`src/isf_pkg.sv`:
```
// isf_pkg: constants for the interrupt status and pin filter block
// assumes a 32-bit AXI4-Lite register bus and a 125 MHz core clock
package isf_pkg;
  localparam int unsigned ISF_PINS = 7;
  localparam int unsigned ISF_LEVELS = 8;
  // byte addresses
  localparam logic [31:0] ISF_ADDR_WDT_MODE = 32'hFFFFF384;
  localparam logic [31:0] ISF_ADDR_FILT_CLK = 32'hFFFFF3D4;
  localparam logic [31:0] ISF_ADDR_IN_SERV = 32'hFFFFF3E0;
  localparam logic [31:0] ISF_ADDR_PSW = 32'hFFFFF3E4;
  localparam logic [31:0] ISF_ADDR_RISE_EN = 32'hFFFFF3E8;
  localparam logic [31:0] ISF_ADDR_FALL_EN = 32'hFFFFF3EC;
  localparam logic [31:0] ISF_ADDR_REQ_FLAGS = 32'hFFFFF3F0;
  localparam logic [31:0] ISF_ADDR_SAVED_PC = 32'hFFFFF3F4;
  localparam logic [31:0] ISF_ADDR_SAVED_PSW = 32'hFFFFF3F8;
  localparam logic [31:0] ISF_ADDR_CAUSE = 32'hFFFFF3FC;
  // status word fields and reset
  localparam int unsigned ISF_PSW_ID = 5;
  localparam int unsigned ISF_PSW_EP = 6;
  localparam int unsigned ISF_PSW_NP = 7;
  localparam logic [31:0] ISF_PSW_RESET = 32'h00000020;
  // watchdog mode fields
  localparam int unsigned ISF_WDT_RUN = 7;
  localparam int unsigned ISF_WDT_SEL = 4;
  localparam logic [7:0] ISF_WDT_MASK = 8'h90;
  // filter clock select codes
  localparam logic [2:0] ISF_FCLK_MAIN = 3'h0;
  localparam logic [2:0] ISF_FCLK_D64 = 3'h1;
  localparam logic [2:0] ISF_FCLK_D128 = 3'h2;
  localparam logic [2:0] ISF_FCLK_D256 = 3'h3;
  localparam logic [2:0] ISF_FCLK_D512 = 3'h4;
  localparam logic [2:0] ISF_FCLK_D1024 = 3'h5;
  localparam logic [2:0] ISF_FCLK_BAD = 3'h6;
  localparam logic [2:0] ISF_FCLK_SUB = 3'h7;
  localparam int unsigned ISF_SAMPLES = 3;
  // software trap
  localparam logic [15:0] ISF_TRAP_CODE_BASE = 16'h0040;
  localparam logic [31:0] ISF_TRAP_VEC_LO = 32'h00000040;
  localparam logic [31:0] ISF_TRAP_VEC_HI = 32'h00000050;
  localparam int unsigned ISF_TRAP_HI_BIT = 4;
  localparam logic [1:0] ISF_RESP_OKAY = 2'h0;
  localparam logic [1:0] ISF_RESP_SLVERR = 2'h2;
endpackage

```
`src/isf_top.sv`:
```
// isf_top: in-service levels, status word flags, pin filters and edge
// select, software trap entry/return, watchdog mode lock
// assumes the core decides acknowledgement and reports it by one-cycle pulses
`timescale 1ns/100ps
// Overview of operation
// - acknowledge sets in-service bit of the request's level; held during service
// - return clears the highest-priority set in-service bit
// - return from nmi or exception leaves in-service bits alone
// - in-service register read only, eight levels, zero after reset
// - status bit 5 blocks maskable acknowledge when 1
// - block instr sets, allow instr clears; return and loads change it
// - nmi and exceptions taken regardless of block flag
// - maskable acknowledge sets block flag
// - blocked request stays pending until flag clears
// - watchdog bit 7 run, bit 4 watchdog mode select
// - once run or select written 1 only reset clears register
// - pins 4 and 5 need three equal main-clock samples
// - three-bit select picks pin-6 sample clock; code 110 prohibited
// - pin-6 filter takes three samples of selected clock
// - sub clock sampling keeps pin 6 alive in standby
// - after clock change filter refills over three sample periods
// - per pin rising and falling enable bits pick the edge
// - after reset no pin detects any edge
// - trap with vector 0 to 1F always raises exception
// - trap saves pc and status, writes cause, sets flags, jumps
// - return with exception flag restores pc and status
// - status bit 6 is set on exception, reads 1 while in progress
// - level 0 highest, level 7 lowest
// - acknowledge clears that source's request flag
module isf_top (
  input wire logic core_clk_i,
  input wire logic reset_n_i,
  input wire logic [31:0] s_axi_awaddr,
  input wire logic s_axi_awvalid,
  output logic s_axi_awready,
  input wire logic [31:0] s_axi_wdata,
  input wire logic [3:0] s_axi_wstrb,
  input wire logic s_axi_wvalid,
  output logic s_axi_wready,
  output logic [1:0] s_axi_bresp,
  output logic s_axi_bvalid,
  input wire logic s_axi_bready,
  input wire logic [31:0] s_axi_araddr,
  input wire logic s_axi_arvalid,
  output logic s_axi_arready,
  output logic [31:0] s_axi_rdata,
  output logic [1:0] s_axi_rresp,
  output logic s_axi_rvalid,
  input wire logic s_axi_rready,
  input wire logic [6:0] ext_irq_pins_i,
  input wire logic sub_clk_i,
  input wire logic ack_i,
  input wire logic [2:0] ack_level_i,
  input wire logic ack_ext_i,
  input wire logic [2:0] ack_pin_i,
  input wire logic mask_block_instr_i,
  input wire logic mask_allow_instr_i,
  input wire logic return_from_handler_i,
  input wire logic [31:0] nmi_return_status_i,
  input wire logic sysreg_load_instr_i,
  input wire logic [31:0] sysreg_data_i,
  input wire logic trap_i,
  input wire logic [4:0] trap_vector_i,
  input wire logic [31:0] trap_return_pc_i,
  output logic [31:0] program_status_word_o,
  output logic [7:0] in_service_levels_o,
  output logic [6:0] request_pending_flag_o,
  output logic ext_request_o,
  output logic pc_load_o,
  output logic [31:0] pc_target_o,
  output logic wdt_run_o,
  output logic wdt_mode_o
);
  logic [31:0] psw_r, psw_nxt;
  logic [7:0] isl_r, isl_nxt;
  logic [31:0] saved_pc_r, saved_psw_r, cause_r;
  logic [7:0] wdt_r;
  logic [2:0] fsel_r;
  logic [6:0] rise_en_r, fall_en_r, req_r, req_nxt;
  logic pc_load_r;
  logic [31:0] pc_target_r;
  logic [9:0] div_r;
  logic [2:0] sub_sync_r;
  logic sub_lvl_r;
  // bus side state
  logic aw_held_r, w_held_r, bvalid_r, rvalid_r;
  logic [31:0] awaddr_r, wdata_r, rdata_r;
  logic [3:0] wstrb_r;
  logic [1:0] bresp_r, rresp_r;

  // ---------------- AXI4-Lite slave ----------------
  wire aw_take = s_axi_awvalid & ~aw_held_r & ~bvalid_r;
  wire w_take = s_axi_wvalid & ~w_held_r & ~bvalid_r;
  wire wr_go = aw_held_r & w_held_r & ~bvalid_r;
  wire rd_take = s_axi_arvalid & ~rvalid_r;
  wire wr_wdt = wr_go & (awaddr_r == isf_pkg::ISF_ADDR_WDT_MODE) & wstrb_r[0];
  wire wr_fclk = wr_go & (awaddr_r == isf_pkg::ISF_ADDR_FILT_CLK) & wstrb_r[0];
  wire wr_rise = wr_go & (awaddr_r == isf_pkg::ISF_ADDR_RISE_EN) & wstrb_r[0];
  wire wr_fall = wr_go & (awaddr_r == isf_pkg::ISF_ADDR_FALL_EN) & wstrb_r[0];
  wire wr_req = wr_go & (awaddr_r == isf_pkg::ISF_ADDR_REQ_FLAGS) & wstrb_r[0];
  wire wr_hit = (awaddr_r == isf_pkg::ISF_ADDR_WDT_MODE) | (awaddr_r == isf_pkg::ISF_ADDR_FILT_CLK) |
                (awaddr_r == isf_pkg::ISF_ADDR_RISE_EN) | (awaddr_r == isf_pkg::ISF_ADDR_FALL_EN) |
                (awaddr_r == isf_pkg::ISF_ADDR_REQ_FLAGS);
  logic [31:0] rd_mux;
  logic rd_hit;
  always_comb begin
    rd_hit = 1'b1;
    case (s_axi_araddr)
      isf_pkg::ISF_ADDR_WDT_MODE: rd_mux = {24'h000000, wdt_r};
      isf_pkg::ISF_ADDR_FILT_CLK: rd_mux = {29'h00000000, fsel_r};
      isf_pkg::ISF_ADDR_IN_SERV: rd_mux = {24'h000000, isl_r};
      isf_pkg::ISF_ADDR_PSW: rd_mux = psw_r;
      isf_pkg::ISF_ADDR_RISE_EN: rd_mux = {25'h0000000, rise_en_r};
      isf_pkg::ISF_ADDR_FALL_EN: rd_mux = {25'h0000000, fall_en_r};
      isf_pkg::ISF_ADDR_REQ_FLAGS: rd_mux = {25'h0000000, req_r};
      isf_pkg::ISF_ADDR_SAVED_PC: rd_mux = saved_pc_r;
      isf_pkg::ISF_ADDR_SAVED_PSW: rd_mux = saved_psw_r;
      isf_pkg::ISF_ADDR_CAUSE: rd_mux = cause_r;
      default: begin
        rd_mux = 32'h00000000;
        rd_hit = 1'b0;
      end
    endcase
  end
  assign s_axi_awready = ~aw_held_r & ~bvalid_r;
  assign s_axi_wready = ~w_held_r & ~bvalid_r;
  assign s_axi_arready = ~rvalid_r;
  assign s_axi_bvalid = bvalid_r;
  assign s_axi_bresp = bresp_r;
  assign s_axi_rvalid = rvalid_r;
  assign s_axi_rdata = rdata_r;
  assign s_axi_rresp = rresp_r;

  always_ff @(posedge core_clk_i) begin
    if (!reset_n_i) begin
      aw_held_r <= 1'b0;
      w_held_r <= 1'b0;
      bvalid_r <= 1'b0;
      rvalid_r <= 1'b0;
      awaddr_r <= 32'h00000000;
      wdata_r <= 32'h00000000;
      wstrb_r <= 4'h0;
      bresp_r <= isf_pkg::ISF_RESP_OKAY;
      rresp_r <= isf_pkg::ISF_RESP_OKAY;
      rdata_r <= 32'h00000000;
    end else begin
      if (aw_take) begin
        aw_held_r <= 1'b1;
        awaddr_r <= s_axi_awaddr;
      end
      if (w_take) begin
        w_held_r <= 1'b1;
        wdata_r <= s_axi_wdata;
        wstrb_r <= s_axi_wstrb;
      end
      if (wr_go) begin
        aw_held_r <= 1'b0;
        w_held_r <= 1'b0;
        bvalid_r <= 1'b1;
        bresp_r <= wr_hit ? isf_pkg::ISF_RESP_OKAY : isf_pkg::ISF_RESP_SLVERR;
      end else if (s_axi_bready) begin
        bvalid_r <= 1'b0;
      end
      if (rd_take) begin
        rvalid_r <= 1'b1;
        rdata_r <= rd_mux;
        rresp_r <= rd_hit ? isf_pkg::ISF_RESP_OKAY : isf_pkg::ISF_RESP_SLVERR;
      end else if (s_axi_rready) begin
        rvalid_r <= 1'b0;
      end
    end
  end

  // ---------------- control registers ----------------
  // sticky lock: once either bit is 1 no bus write to the watchdog mode register lands
  wire wdt_locked = |(wdt_r & isf_pkg::ISF_WDT_MASK);
  always_ff @(posedge core_clk_i) begin
    if (!reset_n_i) begin
      wdt_r <= 8'h00;
      fsel_r <= isf_pkg::ISF_FCLK_MAIN;
      rise_en_r <= 7'h00;
      fall_en_r <= 7'h00;
    end else begin
      if (wr_wdt && !wdt_locked) begin
        wdt_r <= wdata_r[7:0] & isf_pkg::ISF_WDT_MASK;
      end
      if (wr_fclk) begin
        fsel_r <= wdata_r[2:0];
      end
      if (wr_rise) begin
        rise_en_r <= wdata_r[6:0];
      end
      if (wr_fall) begin
        fall_en_r <= wdata_r[6:0];
      end
    end
  end
  assign wdt_run_o = wdt_r[isf_pkg::ISF_WDT_RUN];
  assign wdt_mode_o = wdt_r[isf_pkg::ISF_WDT_SEL];

  // ---------------- pin-6 sample tick ----------------
  // prohibited code gives no tick, so the filter simply holds
  logic [9:0] div_mask;
  always_comb begin
    case (fsel_r)
      isf_pkg::ISF_FCLK_D64: div_mask = 10'h03F;
      isf_pkg::ISF_FCLK_D128: div_mask = 10'h07F;
      isf_pkg::ISF_FCLK_D256: div_mask = 10'h0FF;
      isf_pkg::ISF_FCLK_D512: div_mask = 10'h1FF;
      isf_pkg::ISF_FCLK_D1024: div_mask = 10'h3FF;
      default: div_mask = 10'h000;
    endcase
  end
  wire sub_tick = (sub_sync_r[1] == sub_sync_r[2]) & sub_sync_r[2] & ~sub_lvl_r;
  wire tick6 = (fsel_r == isf_pkg::ISF_FCLK_SUB) ? sub_tick :
               (fsel_r == isf_pkg::ISF_FCLK_BAD) ? 1'b0 : ((div_r & div_mask) == div_mask);
  always_ff @(posedge core_clk_i) begin
    if (!reset_n_i) begin
      div_r <= 10'h000;
      sub_sync_r <= 3'h0;
      sub_lvl_r <= 1'b0;
    end else begin
      div_r <= div_r + 10'h001;
      sub_sync_r <= {sub_sync_r[1:0], sub_clk_i};
      if (sub_sync_r[1] == sub_sync_r[2]) begin
        sub_lvl_r <= sub_sync_r[2];
      end
    end
  end

  // ---------------- pin filters and edge select ----------------
  logic [6:0] edge_hit;
  logic [6:0] pin_lvl;
  genvar gi;
  generate
    for (gi = 0; gi < isf_pkg::ISF_PINS; gi++) begin : g_pin
      logic [2:0] sync_r;
      logic [isf_pkg::ISF_SAMPLES-1:0] hist_r;
      logic lvl_r;
      // pin 6 runs at the selected rate, the others on every main clock
      wire tick = (gi == isf_pkg::ISF_PINS - 1) ? tick6 : 1'b1;
      wire agree = (sync_r[1] == sync_r[2]);
      wire all_hi = &hist_r;
      wire all_lo = ~|hist_r;
      wire accept = (all_hi & ~lvl_r) | (all_lo & lvl_r);
      always_ff @(posedge core_clk_i) begin
        if (!reset_n_i) begin
          sync_r <= 3'h0;
          hist_r <= '0;
          lvl_r <= 1'b0;
        end else begin
          sync_r <= {sync_r[1:0], ext_irq_pins_i[gi]};
          // history refills after a rate change; a stale edge may still fire
          if (tick && agree) begin
            hist_r <= {hist_r[isf_pkg::ISF_SAMPLES-2:0], sync_r[2]};
          end
          if (accept) begin
            lvl_r <= all_hi;
          end
        end
      end
      assign edge_hit[gi] = accept & ((all_hi & rise_en_r[gi]) | (all_lo & fall_en_r[gi]));
      assign pin_lvl[gi] = lvl_r;
    end
  endgenerate

  // ---------------- request flags ----------------
  wire [6:0] ack_clr = (ack_i & ack_ext_i) ? (7'h01 << ack_pin_i) : 7'h00;
  wire [6:0] sw_clr = wr_req ? wdata_r[6:0] : 7'h00;
  // set beats either clear in the same cycle
  assign req_nxt = (req_r & ~ack_clr & ~sw_clr) | edge_hit;
  assign request_pending_flag_o = req_r;
  assign ext_request_o = (|req_r) & ~psw_r[isf_pkg::ISF_PSW_ID] & ~psw_r[isf_pkg::ISF_PSW_NP];

  // ---------------- in-service levels ----------------
  logic [7:0] top_bit;
  always_comb begin
    top_bit = 8'h00;
    for (int k = isf_pkg::ISF_LEVELS - 1; k >= 0; k--) begin
      if (isl_r[k]) begin
        top_bit = 8'h01 << k;
      end
    end
  end
  wire return_from_handler_plain = return_from_handler_i & ~psw_r[isf_pkg::ISF_PSW_EP] & ~psw_r[isf_pkg::ISF_PSW_NP];
  always_comb begin
    isl_nxt = isl_r;
    if (return_from_handler_plain) begin
      isl_nxt = isl_nxt & ~top_bit;
    end
    if (ack_i) begin
      isl_nxt = isl_nxt | (8'h01 << ack_level_i);
    end
  end

  // ---------------- status word ----------------
  always_comb begin
    psw_nxt = psw_r;
    if (mask_block_instr_i) begin
      psw_nxt[isf_pkg::ISF_PSW_ID] = 1'b1;
    end
    if (mask_allow_instr_i) begin
      psw_nxt[isf_pkg::ISF_PSW_ID] = 1'b0;
    end
    if (sysreg_load_instr_i) begin
      psw_nxt = sysreg_data_i;
    end
    if (return_from_handler_i) begin
      psw_nxt = psw_r[isf_pkg::ISF_PSW_EP] ? saved_psw_r : nmi_return_status_i;
    end
    if (ack_i) begin
      psw_nxt[isf_pkg::ISF_PSW_ID] = 1'b1;
    end
    if (trap_i) begin
      psw_nxt[isf_pkg::ISF_PSW_EP] = 1'b1;
      psw_nxt[isf_pkg::ISF_PSW_ID] = 1'b1;
    end
  end
  wire [31:0] trap_target = trap_vector_i[isf_pkg::ISF_TRAP_HI_BIT] ? isf_pkg::ISF_TRAP_VEC_HI :
                            isf_pkg::ISF_TRAP_VEC_LO;

  always_ff @(posedge core_clk_i) begin
    if (!reset_n_i) begin
      psw_r <= isf_pkg::ISF_PSW_RESET;
      isl_r <= 8'h00;
      req_r <= 7'h00;
      saved_pc_r <= 32'h00000000;
      saved_psw_r <= 32'h00000000;
      cause_r <= 32'h00000000;
      pc_load_r <= 1'b0;
      pc_target_r <= 32'h00000000;
    end else begin
      psw_r <= psw_nxt;
      isl_r <= isl_nxt;
      req_r <= req_nxt;
      pc_load_r <= trap_i | (return_from_handler_i & psw_r[isf_pkg::ISF_PSW_EP]);
      if (trap_i) begin
        saved_pc_r <= trap_return_pc_i;
        saved_psw_r <= psw_r;
        cause_r <= {cause_r[31:16], isf_pkg::ISF_TRAP_CODE_BASE | {11'h000, trap_vector_i}};
        pc_target_r <= trap_target;
      end else if (return_from_handler_i && psw_r[isf_pkg::ISF_PSW_EP]) begin
        pc_target_r <= saved_pc_r;
      end
    end
  end
  assign program_status_word_o = psw_r;
  assign in_service_levels_o = isl_r;
  assign pc_load_o = pc_load_r;
  assign pc_target_o = pc_target_r;

  // ---------------- checks ----------------
  property p_ack_sets_level;
    @(posedge core_clk_i) disable iff (!reset_n_i) ack_i |=> isl_r[$past(ack_level_i)];
  endproperty
  a_ack_sets_level: assert property (p_ack_sets_level) else $error("ack level bit not set");
  property p_return_from_handler_clears_top;
    @(posedge core_clk_i) disable iff (!reset_n_i)
      (return_from_handler_plain && !ack_i && isl_r != 8'h00) |=> ($countones($past(isl_r)) - $countones(isl_r) == 1);
  endproperty
  a_return_from_handler_clears_top: assert property (p_return_from_handler_clears_top) else $error("return did not clear one level");
  property p_return_from_handler_keep;
    @(posedge core_clk_i) disable iff (!reset_n_i)
      (return_from_handler_i && (psw_r[isf_pkg::ISF_PSW_EP] || psw_r[isf_pkg::ISF_PSW_NP]) && !ack_i)
      |=> isl_r == $past(isl_r);
  endproperty
  a_return_from_handler_keep: assert property (p_return_from_handler_keep) else $error("levels changed on exception return");
  property p_ack_blocks;
    @(posedge core_clk_i) disable iff (!reset_n_i) ack_i |=> psw_r[isf_pkg::ISF_PSW_ID];
  endproperty
  a_ack_blocks: assert property (p_ack_blocks) else $error("block flag not set on ack");
  property p_wdt_lock;
    @(posedge core_clk_i) disable iff (!reset_n_i) wdt_locked |=> wdt_r == $past(wdt_r);
  endproperty
  a_wdt_lock: assert property (p_wdt_lock) else $error("locked watchdog mode changed");
  property p_trap_entry;
    @(posedge core_clk_i) disable iff (!reset_n_i)
      trap_i |=> pc_load_o && psw_r[isf_pkg::ISF_PSW_EP] && psw_r[isf_pkg::ISF_PSW_ID]
              && saved_pc_r == $past(trap_return_pc_i) && pc_target_o == $past(trap_target);
  endproperty
  a_trap_entry: assert property (p_trap_entry) else $error("trap entry incomplete");
  property p_no_edge_disabled;
    @(posedge core_clk_i) disable iff (!reset_n_i)
      (rise_en_r == 7'h00 && fall_en_r == 7'h00) |-> edge_hit == 7'h00;
  endproperty
  a_no_edge_disabled: assert property (p_no_edge_disabled) else $error("edge with none enabled");
  // history is filled from the samples two to four edges back
  wire sync_hi4 = g_pin[4].sync_r[2];
  property p_filter_three;
    @(posedge core_clk_i) disable iff (!reset_n_i)
      $rose(pin_lvl[4]) |-> $past(sync_hi4, 2) && $past(sync_hi4, 3) && $past(sync_hi4, 4);
  endproperty
  a_filter_three: assert property (p_filter_three) else $error("pin 4 accepted short pulse");
  property p_pending_held;
    @(posedge core_clk_i) disable iff (!reset_n_i)
      (req_r[0] && !ack_clr[0] && !sw_clr[0]) |=> req_r[0];
  endproperty
  a_pending_held: assert property (p_pending_held) else $error("pending request lost");
  c_trap: cover property (@(posedge core_clk_i) disable iff (!reset_n_i) trap_i ##1 pc_load_o);
  c_nest: cover property (@(posedge core_clk_i) disable iff (!reset_n_i) $countones(isl_r) == 2);
  c_pin6: cover property (@(posedge core_clk_i) disable iff (!reset_n_i) edge_hit[6]);
endmodule

```
`config.mk`:
```
export PLATFORM = sky130hd
export DESIGN_NAME = isf_top
export DESIGN_NICKNAME = d
export VERILOG_FILES = /design/src/isf_pkg.sv /design/src/isf_top.sv
export SDC_FILE = /design/constraint.sdc
export NUM_CORES = 1
export LEC_CHECK = 0
export BUFFER_PORTS_ARGS = -buffer_cell sky130_fd_sc_hd__buf_2
export CAP_MARGIN = 10
export CORE_MARGIN = 8
export CORE_UTILIZATION = 55
export CTS_BUF_LIST = sky130_fd_sc_hd__clkbuf_8
export DETAILED_ROUTE_END_ITERATION = 6
export GPL_TIMING_DRIVEN = 0
export HOLD_SLACK_MARGIN = 0.02
export PLACE_DENSITY = 0.84
export SLEW_MARGIN = 20
export SYNTH_ARGS = -nofsm -noshare
export SYNTH_HDL_FRONTEND = slang
export SYNTH_SLANG_ARGS = --single-unit
```
`constraint.sdc`:
```
create_clock -name core_clk_i -period 2.6 [get_ports core_clk_i]
set_input_delay 0.13 -clock core_clk_i [delete_from_list [all_inputs] [get_ports core_clk_i]]
set_output_delay 0.13 -clock core_clk_i [all_outputs]
set_load 0.02 [all_outputs]
```
==> results of run 1 <==
-- cells by family after synthesis --
kind of cell | after synthesis
AO/OA/AOI/OAI | 319
XOR/XNOR | 16
flip-flops | 311
buffers and inverters | 110
AND/OR/NAND/NOR | 543
multiplexers | 162
adder cells (fa/ha/maj) | 2
other | 1
-- power groups by stage --
stage               clock, mW  sequential (mW)  combinational (mW)
floorplan                   0             5.22               0.594
global placement            0             5.20                1.07
detailed placement          0             5.21                1.10
CTS                      4.24             5.10                1.30
global route             4.49             5.13                1.43
finish                   4.25             5.12                1.34
-- sequential cells by signal, indices dropped and copies added (netlist names), 10 cells and up --
name and flops:
program_status_word_o 32, g_pin.sync_r 21, awaddr_r 32, pc_target_o 32
div_r 10, saved_psw_r 32, g_pin.hist_r 21, saved_pc_r 32
s_axi_rdata 32
-- routing by layer --
metal | share of wire [%] | vias up | GRT usage (%)
met1 | 38 | 6486 | 37.2
met3 | 8.7 | 196 | 7.31
li1 | - | 6285 | -
met4 | 5.1 | 4 | 17.7
met5 | 0.064 | - | 0
met2 | 48 | 806 | 56.8
-- cell type report --
type / instances / area (µm²) / share of cell area [%]
Clock buffer: 62 / 853 / 4.77
Multi-Input combinational cell: 1044 / 6570 / 36.8
Sequential cell: 311 / 6230 / 34.8
Clock inverter: 27 / 163 / 0.910
Buffer: 101 / 402 / 2.25
Antenna cell: 5 / 12.5 / 0.0700
Timing Repair Buffer: 481 / 3210 / 18.0
Inverter: 9 / 33.8 / 0.189
Tap cell: 319 / 399 / 2.23
-- worst max path at each step --
| stage | startpoint | endpoint | slack, ns | cells after the start |
|---|---|---|---|---|
| 3_3_place_gp | s_axi_araddr[1] | s_axi_rdata[11]$_SDFFE_PN0P_ | -0.05 | 8 |
| 2_1_floorplan | awaddr_r[10]$_SDFFE_PN0P_ | fall_en_r[0]$_SDFFE_PN0P_ | 0.52 | 5 |
| 3_5_place_dp | s_axi_araddr[1] | s_axi_rdata[11]$_SDFFE_PN0P_ | -0.05 | 8 |
| 4_1_cts | program_status_word_o[6]$_SDFFE_PN0P_ | program_status_word_o[30]$_SDFFE_PN0P_ | 0.02 | 5 |
| 6_report | sysreg_load_instr_i | program_status_word_o[27]$_SDFFE_PN0P_ | 0.19 | 6 |
| 5_1_grt | awaddr_r[26]$_SDFFE_PN0P_ | request_pending_flag_o[6]$_SDFF_PN0_ | 0.03 | 5 |
-- worst register-to-register path: stages, from the launching register on --
cell and delay, ns:
dfxtp_1 0.39, clkbuf_1 0.47, clkbuf_2 0.43, mux2i_1 0.25
a211oi_1 0.09, dlygate4sd3_1 0.62
-- through the flow --
step           power [mW]  std cells  area (µm²)
5_1_grt              11.0       2357       17900
6_report             10.7       2359       17900
2_1_floorplan        5.81       1465       13200
4_1_cts              10.6       2354       17900
3_5_place_dp         6.30       2104       15200
3_3_place_gp         6.27       2104       15200
-- synth_stat cells, types with 3 or more instances --
cell type | count | area share [%]
nor2_1 | 118 | 3.3
buf_4 | 4 | 0.23
nand4b_1 | 6 | 0.40
inv_1 | 9 | 0.26
a31o_2 | 4 | 0.26
a21o_1 | 10 | 0.57
nand2_1 | 228 | 6.5
or4_1 | 4 | 0.23
nand3b_1 | 8 | 0.45
a32oi_1 | 4 | 0.26
o211a_1 | 3 | 0.23
nor4_1 | 19 | 0.90
mux2_2 | 7 | 0.60
nand2b_1 | 11 | 0.52
o21ai_0 | 32 | 1.2
nand4_1 | 13 | 0.61
o2bb2ai_1 | 24 | 1.6
mux2i_1 | 155 | 12
xnor2_1 | 11 | 0.73
or3_1 | 3 | 0.14
dfxtp_1 | 311 | 47
a211oi_1 | 66 | 3.7
nand3_1 | 23 | 0.87
clkbuf_1 | 80 | 2.3
a22o_1 | 26 | 1.7
nor3b_1 | 9 | 0.51
nor2b_1 | 35 | 1.7
xor2_1 | 5 | 0.33
a21oi_1 | 115 | 4.4
o31a_1 | 7 | 0.46
and2_1 | 30 | 1.4
nor3_1 | 6 | 0.23
a31oi_1 | 3 | 0.14
buf_1 | 12 | 0.34
a22oi_1 | 7 | 0.40
buf_2 | 5 | 0.19
and3_1 | 7 | 0.33
or3b_2 | 4 | 0.26
-- timing repair --
| item | CTS | global route |
|---|---|---|
| hold endpoints to repair | 130 | 0 |
| hold buffers | 161 | 0 |
| gates resized for setup | 0 | 1 |
| endpoints found under the setup margin | 0 | 8 |
-- cell usage in the layout, fill, tap and decap left out, types with 24 or more instances in the layout --
cell	n
a22o_1	26
dfxtp_1	311
nor2_1	118
a21oi_1	115
o21ai_0	32
mux2i_1	155
o2bb2ai_1	24
buf_2	325
nand2_1	228
clkbuf_1	80
and2_1	30
dlygate4sd3_1	161
a211oi_1	66
nor2b_1	35
clkbuf_8	62
inv_1	29
==> metrics.csv, run 1 <==
metric,value,unit
status,"finished, final reports clean",
avgSynthCellArea,9.04,µm²
synth_area,13200,µm²
min-delay-path-class,in2reg,
final_nets,2228,
viasPerCell,5.84,
setup_viol,0,
ys_types,65,
cts_tree,done,
clk_latency,0.57,ns
grt_use_total,32.8,%
grt_max_degree,13,
synth_edf_count,0,
port-buffer-count,320,
r2r-end,program_status_word_o[27]$_SDFFE_PN0P_,
ant_nets,0,
first_pass_iters,5,
r2r_start,program_status_word_o[6]$_SDFFE_PN0P_,
wl,50.4,mm
ys_ff_latch,311,
worst-path-buf-inv,4,
start_util,56.2,%
internal_power,7.88,mW
cpPeakStageDelay,0.62,ns
fmax,415,MHz
worstMarginPinSlew,0.988,ns
die_h,171,µm
rsz0062_at_grt,no,
cap_violations,0,
reg2reg_slack,0.20,ns
slew_headroom,33.5,%
period_share,92.7,%
place_congestion,0.953,
cp.arrival,2.91,ns
switching_power,2.83,mW
min-delay-start,reset_n_i,
p_leak,7.61,nW
endpoint_kind,register,
finClkSkew,0.0387,ns
ys_seq_area_share,47.1,%
hold_depth,3,
synthAdderAreaFrac,0.189,%
cp.required,3.10,ns
yosys_warnings,0,
clockRootBuffer,clkbuf_8,
grt_pass1_wl,75.4,mm
final.setup.tns,0,ns
synth_top_family_by_area,simple AND/OR/NAND/NOR gates,
pwr-share-comb,12.5,%
cts_max_level,2,
fillers,1613,
dp_hpwl,35.0,mm
final_max_slew_viol_count,0,
powerDensity,599,nW/µm²
syn2layout_area_growth,35.1,%
cts_setup_buffers,0,
clk_pin_slew,0.06,ns
worst_slack,0.190,ns
synth_flop_cell,dfxtp_1,
critical_path.top_delay_family,buffers and inverters,
clk_path_buf_depth,3,
final_core_util,75.9,%
fp-row-count,56,
seq_power_share,47.8,%
path_class,in2reg,
drive_gt1_share,20.9,%
synth_cells,1464,
route.detailed.drc,0,
yosys.area_share.simple,19.9,%
vias,13777,
pre_cts_ws,-0.0461,ns
coreArea,23500,µm²
overflow,0,
min_to,g_pin[6].hist_r[0]$_SDFFE_PN0P_,
die_area,29300,µm²
path_max_fanout,10,
cts_num_sinks,311,
die_w,171,µm
start_kind,primary input,
crit_chain,clkbuf_1 > clkbuf_1 > buf_1 > a211oi_1 > a211oi_1 > dlygate4sd3_1,
io_pins,353,
ff2ff_path_depth,5,
routedWlPerCell,21.4,µm
slowest_stage,clkbuf_1,
switching_share,26.5,%
cts_made_buffers,49,
synthMuxAreaShare,12.3,%
synth-compound-area-share,16.1,%
finalHoldViolCount,0,
hold_ws,0.0660,ns
synth_xor_area_share,1.06,%
p_clk_share,39.7,%
period_needed,2.41,ns
grt_pass1_vias,13726,
peakVddDrop,0.501,mV
grt_antenna_before_repair,6,
drt_iter0_drc,1558,
ys_async_sr_fraction,0,%
Power figures use the tool's default switching activity.
==> run 2, diff against run 1 <==
--- a/config.mk
+++ b/config.mk
@@ -7,11 +7,13 @@
 export LEC_CHECK = 0
 export BUFFER_PORTS_ARGS = -buffer_cell sky130_fd_sc_hd__buf_2
 export CAP_MARGIN = 10
+export CELL_PAD_IN_SITES_DETAIL_PLACEMENT = 0
+export CELL_PAD_IN_SITES_GLOBAL_PLACEMENT = 1
 export CORE_MARGIN = 8
-export CORE_UTILIZATION = 55
+export CORE_UTILIZATION = 41
 export CTS_BUF_LIST = sky130_fd_sc_hd__clkbuf_8
+export CTS_CLUSTER_DIAMETER = 60
 export DETAILED_ROUTE_END_ITERATION = 6
-export GPL_TIMING_DRIVEN = 0
 export HOLD_SLACK_MARGIN = 0.02
 export PLACE_DENSITY = 0.84
 export SLEW_MARGIN = 20
==> metrics.csv, run 2 (synthesis results as in run 1) <==
metric,value,unit,change
grt_max_degree,100,,was 13
crit_path_end,rise_en_r[5]$_SDFFE_PN0P_,,was program_status_word_o[27]$_SDFFE_PN0P_
period_share,83.1,%,was 92.7%
grt_pass1_wl,70.0,mm,was 75.4 mm
crit_start,awaddr_r[10]$_SDFFE_PN0P_,,was sysreg_load_instr_i
routedWlPerCell,18.9,µm,was 21.4 µm
cp_num_cells,6,,unchanged
final.setup.tns,0,ns,unchanged
internal_power,8.10,mW,was 7.88 mW
final_cell_mix,"322 x buf_2, 310 x dfxtp_1, 227 x nand2_1",,"was 325 x buf_2, 311 x dfxtp_1, 228 x nand2_1"
switching_power,2.76,mW,was 2.83 mW
route.detailed.drc,0,,unchanged
cap_violations,0,,unchanged
finalHoldViolCount,0,,unchanged
cts_made_buffers,53,,was 49
grt-busiest-layer,met2,,unchanged
die_w,196,µm,was 171 µm
dp_cells,2120,,was 2104
start_kind,register,,was primary input
cp.arrival,2.65,ns,was 2.91 ns
start_util,41.8,%,was 56.2%
critical_path.top_delay_family,simple AND/OR/NAND/NOR gates,,was buffers and inverters
r2r-end,rise_en_r[5]$_SDFFE_PN0P_,,was program_status_word_o[27]$_SDFFE_PN0P_
worst-path-buf-inv,1,,was 4
met1_usage,28.5,%,was 37.2%
clk_path_buf_depth,3,,unchanged
vias,12603,,was 13777
clk_latency,0.57,ns,about the same
path_class,reg2reg,,was in2reg
place_congestion,0.872,,was 0.953
seq_power_share,47.1,%,was 47.8%
grt_antenna_before_repair,5,,was 6
period_needed,2.16,ns,was 2.41 ns
drt_iter0_drc,794,,was 1558
power,10.9,mW,was 10.7 mW
final_nets,2165,,was 2228
slowest_stage,or4_4,,was clkbuf_1
coreArea,31600,µm²,was 23500 µm²
dp_hpwl,30.9,mm,was 35.0 mm
cts_num_sinks,311,,unchanged
cts_tree,done,,unchanged
status,"finished, final reports clean",,unchanged
switching_share,25.4,%,was 26.5%
cp.required,3.09,ns,was 3.10 ns
peakVddDrop,0.381,mV,was 0.501 mV
powerDensity,605,nW/µm²,was 599 nW/µm²
ff2ff_path_depth,6,,was 5
first_pass_iters,7,,was 5
cts_max_level,2,,unchanged
slew_headroom,44.1,%,was 33.5%
final_max_slew_viol_count,0,,unchanged
clockRootBuffer,clkbuf_8,,unchanged
syn2layout_area_growth,35.7,%,was 35.1%
drive_gt1_share,23.3,%,was 20.9%
grtUsageMet3,5.06,%,was 7.31%
worstMarginPinSlew,0.839,ns,was 0.988 ns
pwr-share-comb,11.6,%,was 12.5%
finClkSkew,0.0125,ns,was 0.0387 ns
fin_cells,2372,,was 2359
wl,44.8,mm,was 50.4 mm
ant_nets,0,,unchanged
reg2reg_slack,0.44,ns,was 0.20 ns
die_area,38300,µm²,was 29300 µm²
r2r_start,awaddr_r[10]$_SDFFE_PN0P_,,was program_status_word_o[6]$_SDFFE_PN0P_
crit_chain,nand4b_1 > or4_4 > or2_4 > nor4_4 > buf_4 > mux2i_1,,was clkbuf_1 > clkbuf_1 > buf_1 > a211oi_1 > a211oi_1 > dlygate4sd3_1
grt_pass1_vias,12577,,was 13726
path_max_fanout,7,,was 10
p_leak,7.68,nW,was 7.61 nW
setup_viol,0,,unchanged
viasPerCell,5.31,,was 5.84
clk_pin_slew,0.06,ns,about the same
port-buffer-count,323,,was 320
fmax,463,MHz,was 415 MHz
cpPeakStageDelay,0.59,ns,was 0.62 ns
io_pins,353,,unchanged
mostFrequentLayoutCell,buf_2,,unchanged
min-delay-path-class,in2reg,,unchanged
fp-row-count,65,,was 56
grt_use_total,22.4,%,was 32.8%
grtUsageMet2,37.1,%,was 56.8%
overflow,0,,unchanged
die_h,196,µm,was 171 µm
endpoint_kind,register,,unchanged
p_clk_share,41.3,%,was 39.7%
rsz0062_at_grt,no,,unchanged
## run 2: cell types whose count changed in the layout (fill, tap and decap cells not counted), moves of 3 or more
cell / change
inv_1: -6
diode_2: -3
clkbuf_8: +4
buf_12: +4
clkbuf_1: -80
buf_2: -3
buf_4: +24
buf_1: -11
## run 2: final cells by class
class / instances / area, µm²
Fill cell: 2947 / 13700
Multi-Input combinational cell: 1044 / 6580
Sequential cell: 311 / 6230
Timing Repair Buffer: 515 / 3510
Clock buffer: 66 / 908
Tap cell: 402 / 503
Clock inverter: 23 / 174
Inverter: 9 / 38.8
Antenna cell: 2 / 5.00
## run 2: power by group through the flow
stage	clock (mW)	sequential (mW)	combinational, mW
6_report	4.49	5.11	1.26
2_1_floorplan	0	5.22	0.594
4_1_cts	4.59	5.11	1.26
3_3_place_gp	0	5.20	1.04
5_1_grt	4.79	5.13	1.37
3_5_place_dp	0	5.21	1.05
## run 2: timing repair
action / CTS / global route
gates resized for setup: 0 / 0
endpoints found under the hold margin: 135 / 0
hold buffers: 162 / 0
setup buffers: 0 / 0
setup endpoints to repair: 0 / 1
## run 2: stage by stage
stage | setup WS (ns) | cell area (µm²) | utilization, % | hold slack [ns]
after CTS | 0.0642 | 17900 | 56.7 | 0.0219
after global routing | 0.303 | 17900 | 56.7 | 0.0543
after floorplan | 0.519 | 13200 | - | 0.229
after global placement | 0.493 | 15200 | 48.2 | 0.321
after detailed placement | 0.448 | 15200 | 48.2 | 0.326
final | 0.439 | 17900 | 56.7 | 0.0581
## run 2: how the worst min path moves through the flow
| stage | from | end | cells after the start | slack [ns] |
|---|---|---|---|---|
| floorplan | s_axi_rready | s_axi_rvalid$_SDFFE_PN0P_ | 1 | 0.23 |
| global placement | s_axi_rready | s_axi_rvalid$_SDFFE_PN0P_ | 2 | 0.32 |
| detailed placement | s_axi_rready | s_axi_rvalid$_SDFFE_PN0P_ | 2 | 0.33 |
| CTS | trap_i | cause_r[6]$_SDFFE_PN0P_ | 3 | 0.02 |
| global route | trap_i | cause_r[6]$_SDFFE_PN0P_ | 3 | 0.05 |
| finish | trap_i | cause_r[6]$_SDFFE_PN0P_ | 3 | 0.06 |
## run 2: layer usage
layer | share of wire, % | wire length (µm)
met1 | 43 | 19300
met2 | 47 | 20900
met3 | 7.5 | 3350
met4 | 2.8 | 1230
met5 | 0.098 | 44
## run 2: worst register-to-register path, stage by stage (launching register included)
cell	delay (ns)
dfxtp_1	0.31
nand4b_1	0.20
or4_4	0.59
or2_4	0.30
nor4_4	0.25
buf_4	0.23
mux2i_1	0.21
==> run 3, diff against run 2 <==
--- a/config.mk
+++ b/config.mk
@@ -5,17 +5,18 @@
 export SDC_FILE = /design/constraint.sdc
 export NUM_CORES = 1
 export LEC_CHECK = 0
+export ABC_AREA = 1
 export BUFFER_PORTS_ARGS = -buffer_cell sky130_fd_sc_hd__buf_2
 export CAP_MARGIN = 10
 export CELL_PAD_IN_SITES_DETAIL_PLACEMENT = 0
 export CELL_PAD_IN_SITES_GLOBAL_PLACEMENT = 1
 export CORE_MARGIN = 8
-export CORE_UTILIZATION = 41
+export CORE_UTILIZATION = 35
 export CTS_BUF_LIST = sky130_fd_sc_hd__clkbuf_8
 export CTS_CLUSTER_DIAMETER = 60
 export DETAILED_ROUTE_END_ITERATION = 6
 export HOLD_SLACK_MARGIN = 0.02
-export PLACE_DENSITY = 0.84
+export PLACE_DENSITY = 0.79
 export SLEW_MARGIN = 20
 export SYNTH_ARGS = -nofsm -noshare
 export SYNTH_HDL_FRONTEND = slang
==> constraint.sdc (replaced) <==
create_clock -name core_clk_i -period 1.8 [get_ports core_clk_i]
set_input_delay 0.09 -clock core_clk_i [delete_from_list [all_inputs] [get_ports core_clk_i]]
set_output_delay 0.09 -clock core_clk_i [all_outputs]
set_load 0.02 [all_outputs]
==> metrics.csv, run 3 <==
metric,value,unit,change
finClkSkew,0.0259,ns,was 0.0125 ns
powerDensity,844,nW/µm²,was 605 nW/µm²
synth_top_area_share,46.6,%,was 47.1%
slew_headroom,50.8,%,was 44.1%
place_congestion,0.858,,was 0.872
synth_edf_count,0,,unchanged
period_share,96.7,%,
cp.required,2.35,ns,was 3.09 ns
grt_antenna_before_repair,3,,was 5
final_cell_mix,"400 x nand2_1, 321 x buf_2, 308 x dfxtp_1",,"was 322 x buf_2, 310 x dfxtp_1, 227 x nand2_1"
die_w,211,µm,was 196 µm
min-delay-start,s_axi_araddr[7],,was trap_i
grt-busiest-layer,met2,,unchanged
grt_pass1_vias,14239,,was 12577
grt_max_degree,139,,was 100
clockRootBuffer,clkbuf_8,,unchanged
peakVddDrop,0.517,mV,was 0.381 mV
ys_async_sr_fraction,0,%,unchanged
path_max_fanout,6,,was 7
cap_violations,0,,unchanged
synth_commonest_cells,"401 x nand2_1, 311 x dfxtp_1, 210 x a21oi_1, 177 x nor2_1, 156 x o21ai_0",,"was 311 x dfxtp_1, 228 x nand2_1, 155 x mux2i_1, 118 x nor2_1, 115 x a21oi_1"
rsz0062_at_grt,yes,,was no
postPlaceCellArea,15700,µm²,was 15200 µm²
routedWlPerCell,17.6,µm,was 18.9 µm
fin_cells,2911,,was 2372
clk_path_buf_depth,3,,unchanged
r2r-end,program_status_word_o[22]$_SDFFE_PN0P_,,was rise_en_r[5]$_SDFFE_PN0P_
fp-row-count,71,,was 65
overflow,0,,unchanged
fmax,574,MHz,
clk_pin_slew,0.06,ns,about the same
die_area,44700,µm²,was 38300 µm²
ant_nets,0,,unchanged
route.detailed.drc,0,,unchanged
ys_seq_area_share,46.6,%,was 47.1%
synth_area,13400,µm²,was 13200 µm²
grt_pass1_wl,77.9,mm,was 70.0 mm
synth_area_leaders,"dfxtp_1 47%, nand2_1 11%, a21oi_1 7.9%",,"was dfxtp_1 47%, mux2i_1 12%, nand2_1 6.5%"
vias,14479,,was 12603
final_area,19000,µm²,was 17900 µm²
viasPerCell,4.97,,was 5.31
syn2layout_area_growth,42.2,%,was 35.7%
final_nets,2589,,was 2165
period_needed,1.74,ns,
hold_depth,6,,was 3
yosys_warnings,0,,unchanged
setup_viol,0,,unchanged
met1_usage,25.9,%,was 28.5%
cts_max_level,2,,unchanged
io_pins,353,,unchanged
synth_flop_cell,dfxtp_1,,unchanged
drt_iter0_drc,981,,was 794
first_pass_iters,6,,was 7
worstMarginPinSlew,0.738,ns,was 0.839 ns
pre_cts_ws,0.128,ns,was 0.448 ns
coreArea,37700,µm²,was 31600 µm²
drive_gt1_share,22.2,%,was 23.3%
finalHoldViolCount,0,,unchanged
synth_top_cell_by_area,dfxtp_1,,unchanged
mostFrequentLayoutCell,nand2_1,,was buf_2
grtUsageMet2,36.9,%,was 37.1%
status,"finished, final reports clean",,unchanged
start_util,35.5,%,was 41.8%
dp_hpwl,35.6,mm,was 30.9 mm
cts_made_buffers,56,,was 53
reg2reg_slack,0.08,ns,was 0.44 ns
wl,51.1,mm,was 44.8 mm
min-delay-path-class,in2reg,,unchanged
power,16.1,mW,was 10.9 mW
path_class,in2reg,,was reg2reg
port-buffer-count,323,,unchanged
avgSynthCellArea,7.38,µm²,was 9.04 µm²
final.setup.tns,0,ns,unchanged
grtUsageMet3,4.75,%,was 5.06%
die_h,211,µm,was 196 µm
final_max_slew_viol_count,0,,unchanged
post-synth-top-count-cell,nand2_1,,was dfxtp_1
ff2ff_path_depth,5,,was 6
r2r_start,program_status_word_o[6]$_SDFFE_PN0P_,,was awaddr_r[10]$_SDFFE_PN0P_
cts_tree,done,,unchanged
cp.arrival,2.29,ns,was 2.65 ns
grt_use_total,22.0,%,was 22.4%
cts_num_sinks,311,,unchanged
ys_ff_latch,311,,unchanged
dp_cells,2596,,was 2120
clk_latency,0.64,ns,was 0.57 ns
endpoint_kind,register,,unchanged
start_kind,primary input,,was register
worst_slack,0.0593,ns,was 0.439 ns
p_leak,8.34,nW,was 7.68 nW
ys_types,51,,was 65
min_to,s_axi_rresp[1]$_SDFFE_PN0P_,,was cause_r[6]$_SDFFE_PN0P_
synth_cells,1812,,was 1464
[run 3: layer usage]
| layer | vias to the layer above | wire, µm |
|---|---|---|
| met4 | 0 | 2610 |
| met5 | - | 0 |
| met1 | 6683 | 20600 |
| met3 | 128 | 3640 |
| li1 | 7149 | - |
| met2 | 519 | 24300 |
[run 3: cell families (layout without fill, tap and decap cells)]
| kind of cell | count (synthesis) | in the layout | synth area share, % |
|---|---|---|---|
| DFF | 311 | 311 | 46.6 |
| adders and majority gates | 2 | 2 | 0.187 |
| other | 1 | 6 | 0.0280 |
| and+or+nand+nor | 794 | 795 | 25.6 |
| buffers and inverters | 247 | 829 | 7.57 |
| AOI/OAI and AO/OA | 449 | 449 | 19.5 |
| xor gates and xnor gates | 8 | 8 | 0.524 |
[run 3: critical path, cell delays in order]
cell and delay [ns]:
dlygate4sd3_1 0.53, clkbuf_4 0.19, nand2_1 0.06, dlygate4sd3_1 0.56, inv_1 0.09, nand3_1 0.06, dlygate4sd3_1 0.57, a21oi_1 0.14
[run 3: cell type report]
| class | count | area (µm²) |
|---|---|---|
| Timing Repair Buffer | 591 | 4290 |
| Clock inverter | 24 | 125 |
| Multi-Input combinational cell | 1256 | 6190 |
| Fill cell | 3679 | 18600 |
| Antenna cell | 4 | 10.0 |
| Sequential cell | 311 | 6230 |
| Inverter | 142 | 538 |
| Clock buffer | 72 | 991 |
| Tap cell | 511 | 639 |
[run 3: through the flow]
step           utilization (%)  hold slack (ns)
3_3_place_gp              41.7            0.272
3_5_place_dp              41.7            0.273
2_1_floorplan                -            0.188
5_1_grt                   50.5            0.106
4_1_cts                   50.3           0.0268
6_report                  50.5           0.0836
[run 3: timing repair]
item	CTS	global route
pin swaps	0	5
gates resized for setup	5	12
setup buffers	0	1
endpoints found under the hold margin	165	0
hold buffers	213	0
gates cloned	0	1
setup endpoints to repair	1	30
[run 3: report_power, final]
group          switching [mW]  internal [mW]  leakage (nW)  total, mW
Combinational            1.08          0.867          5.15       1.95
Clock                    2.91           3.68         0.649       6.59
Sequential              0.303           7.21          2.55       7.51
Total                    4.29           11.8          8.34       16.1
[run 3: how the worst max path moves through the flow]
stage / end / start / slack [ns]
after floorplan: rise_en_r[3]$_SDFFE_PN0P_ / s_axi_bvalid$_SDFFE_PN0P_ / 0.17
after global placement: rise_en_r[3]$_SDFFE_PN0P_ / awaddr_r[24]$_SDFFE_PN0P_ / 0.14
after detailed placement: rise_en_r[3]$_SDFFE_PN0P_ / awaddr_r[24]$_SDFFE_PN0P_ / 0.13
after CTS: ext_request_o / request_pending_flag_o[3]$_SDFF_PN0_ / 0.03
after global routing: request_pending_flag_o[6]$_SDFF_PN0_ / w_held_r$_SDFFE_PP0P_ / -0.05
final: in_service_levels_o[6]$_SDFF_PN0_ / ack_i / 0.06
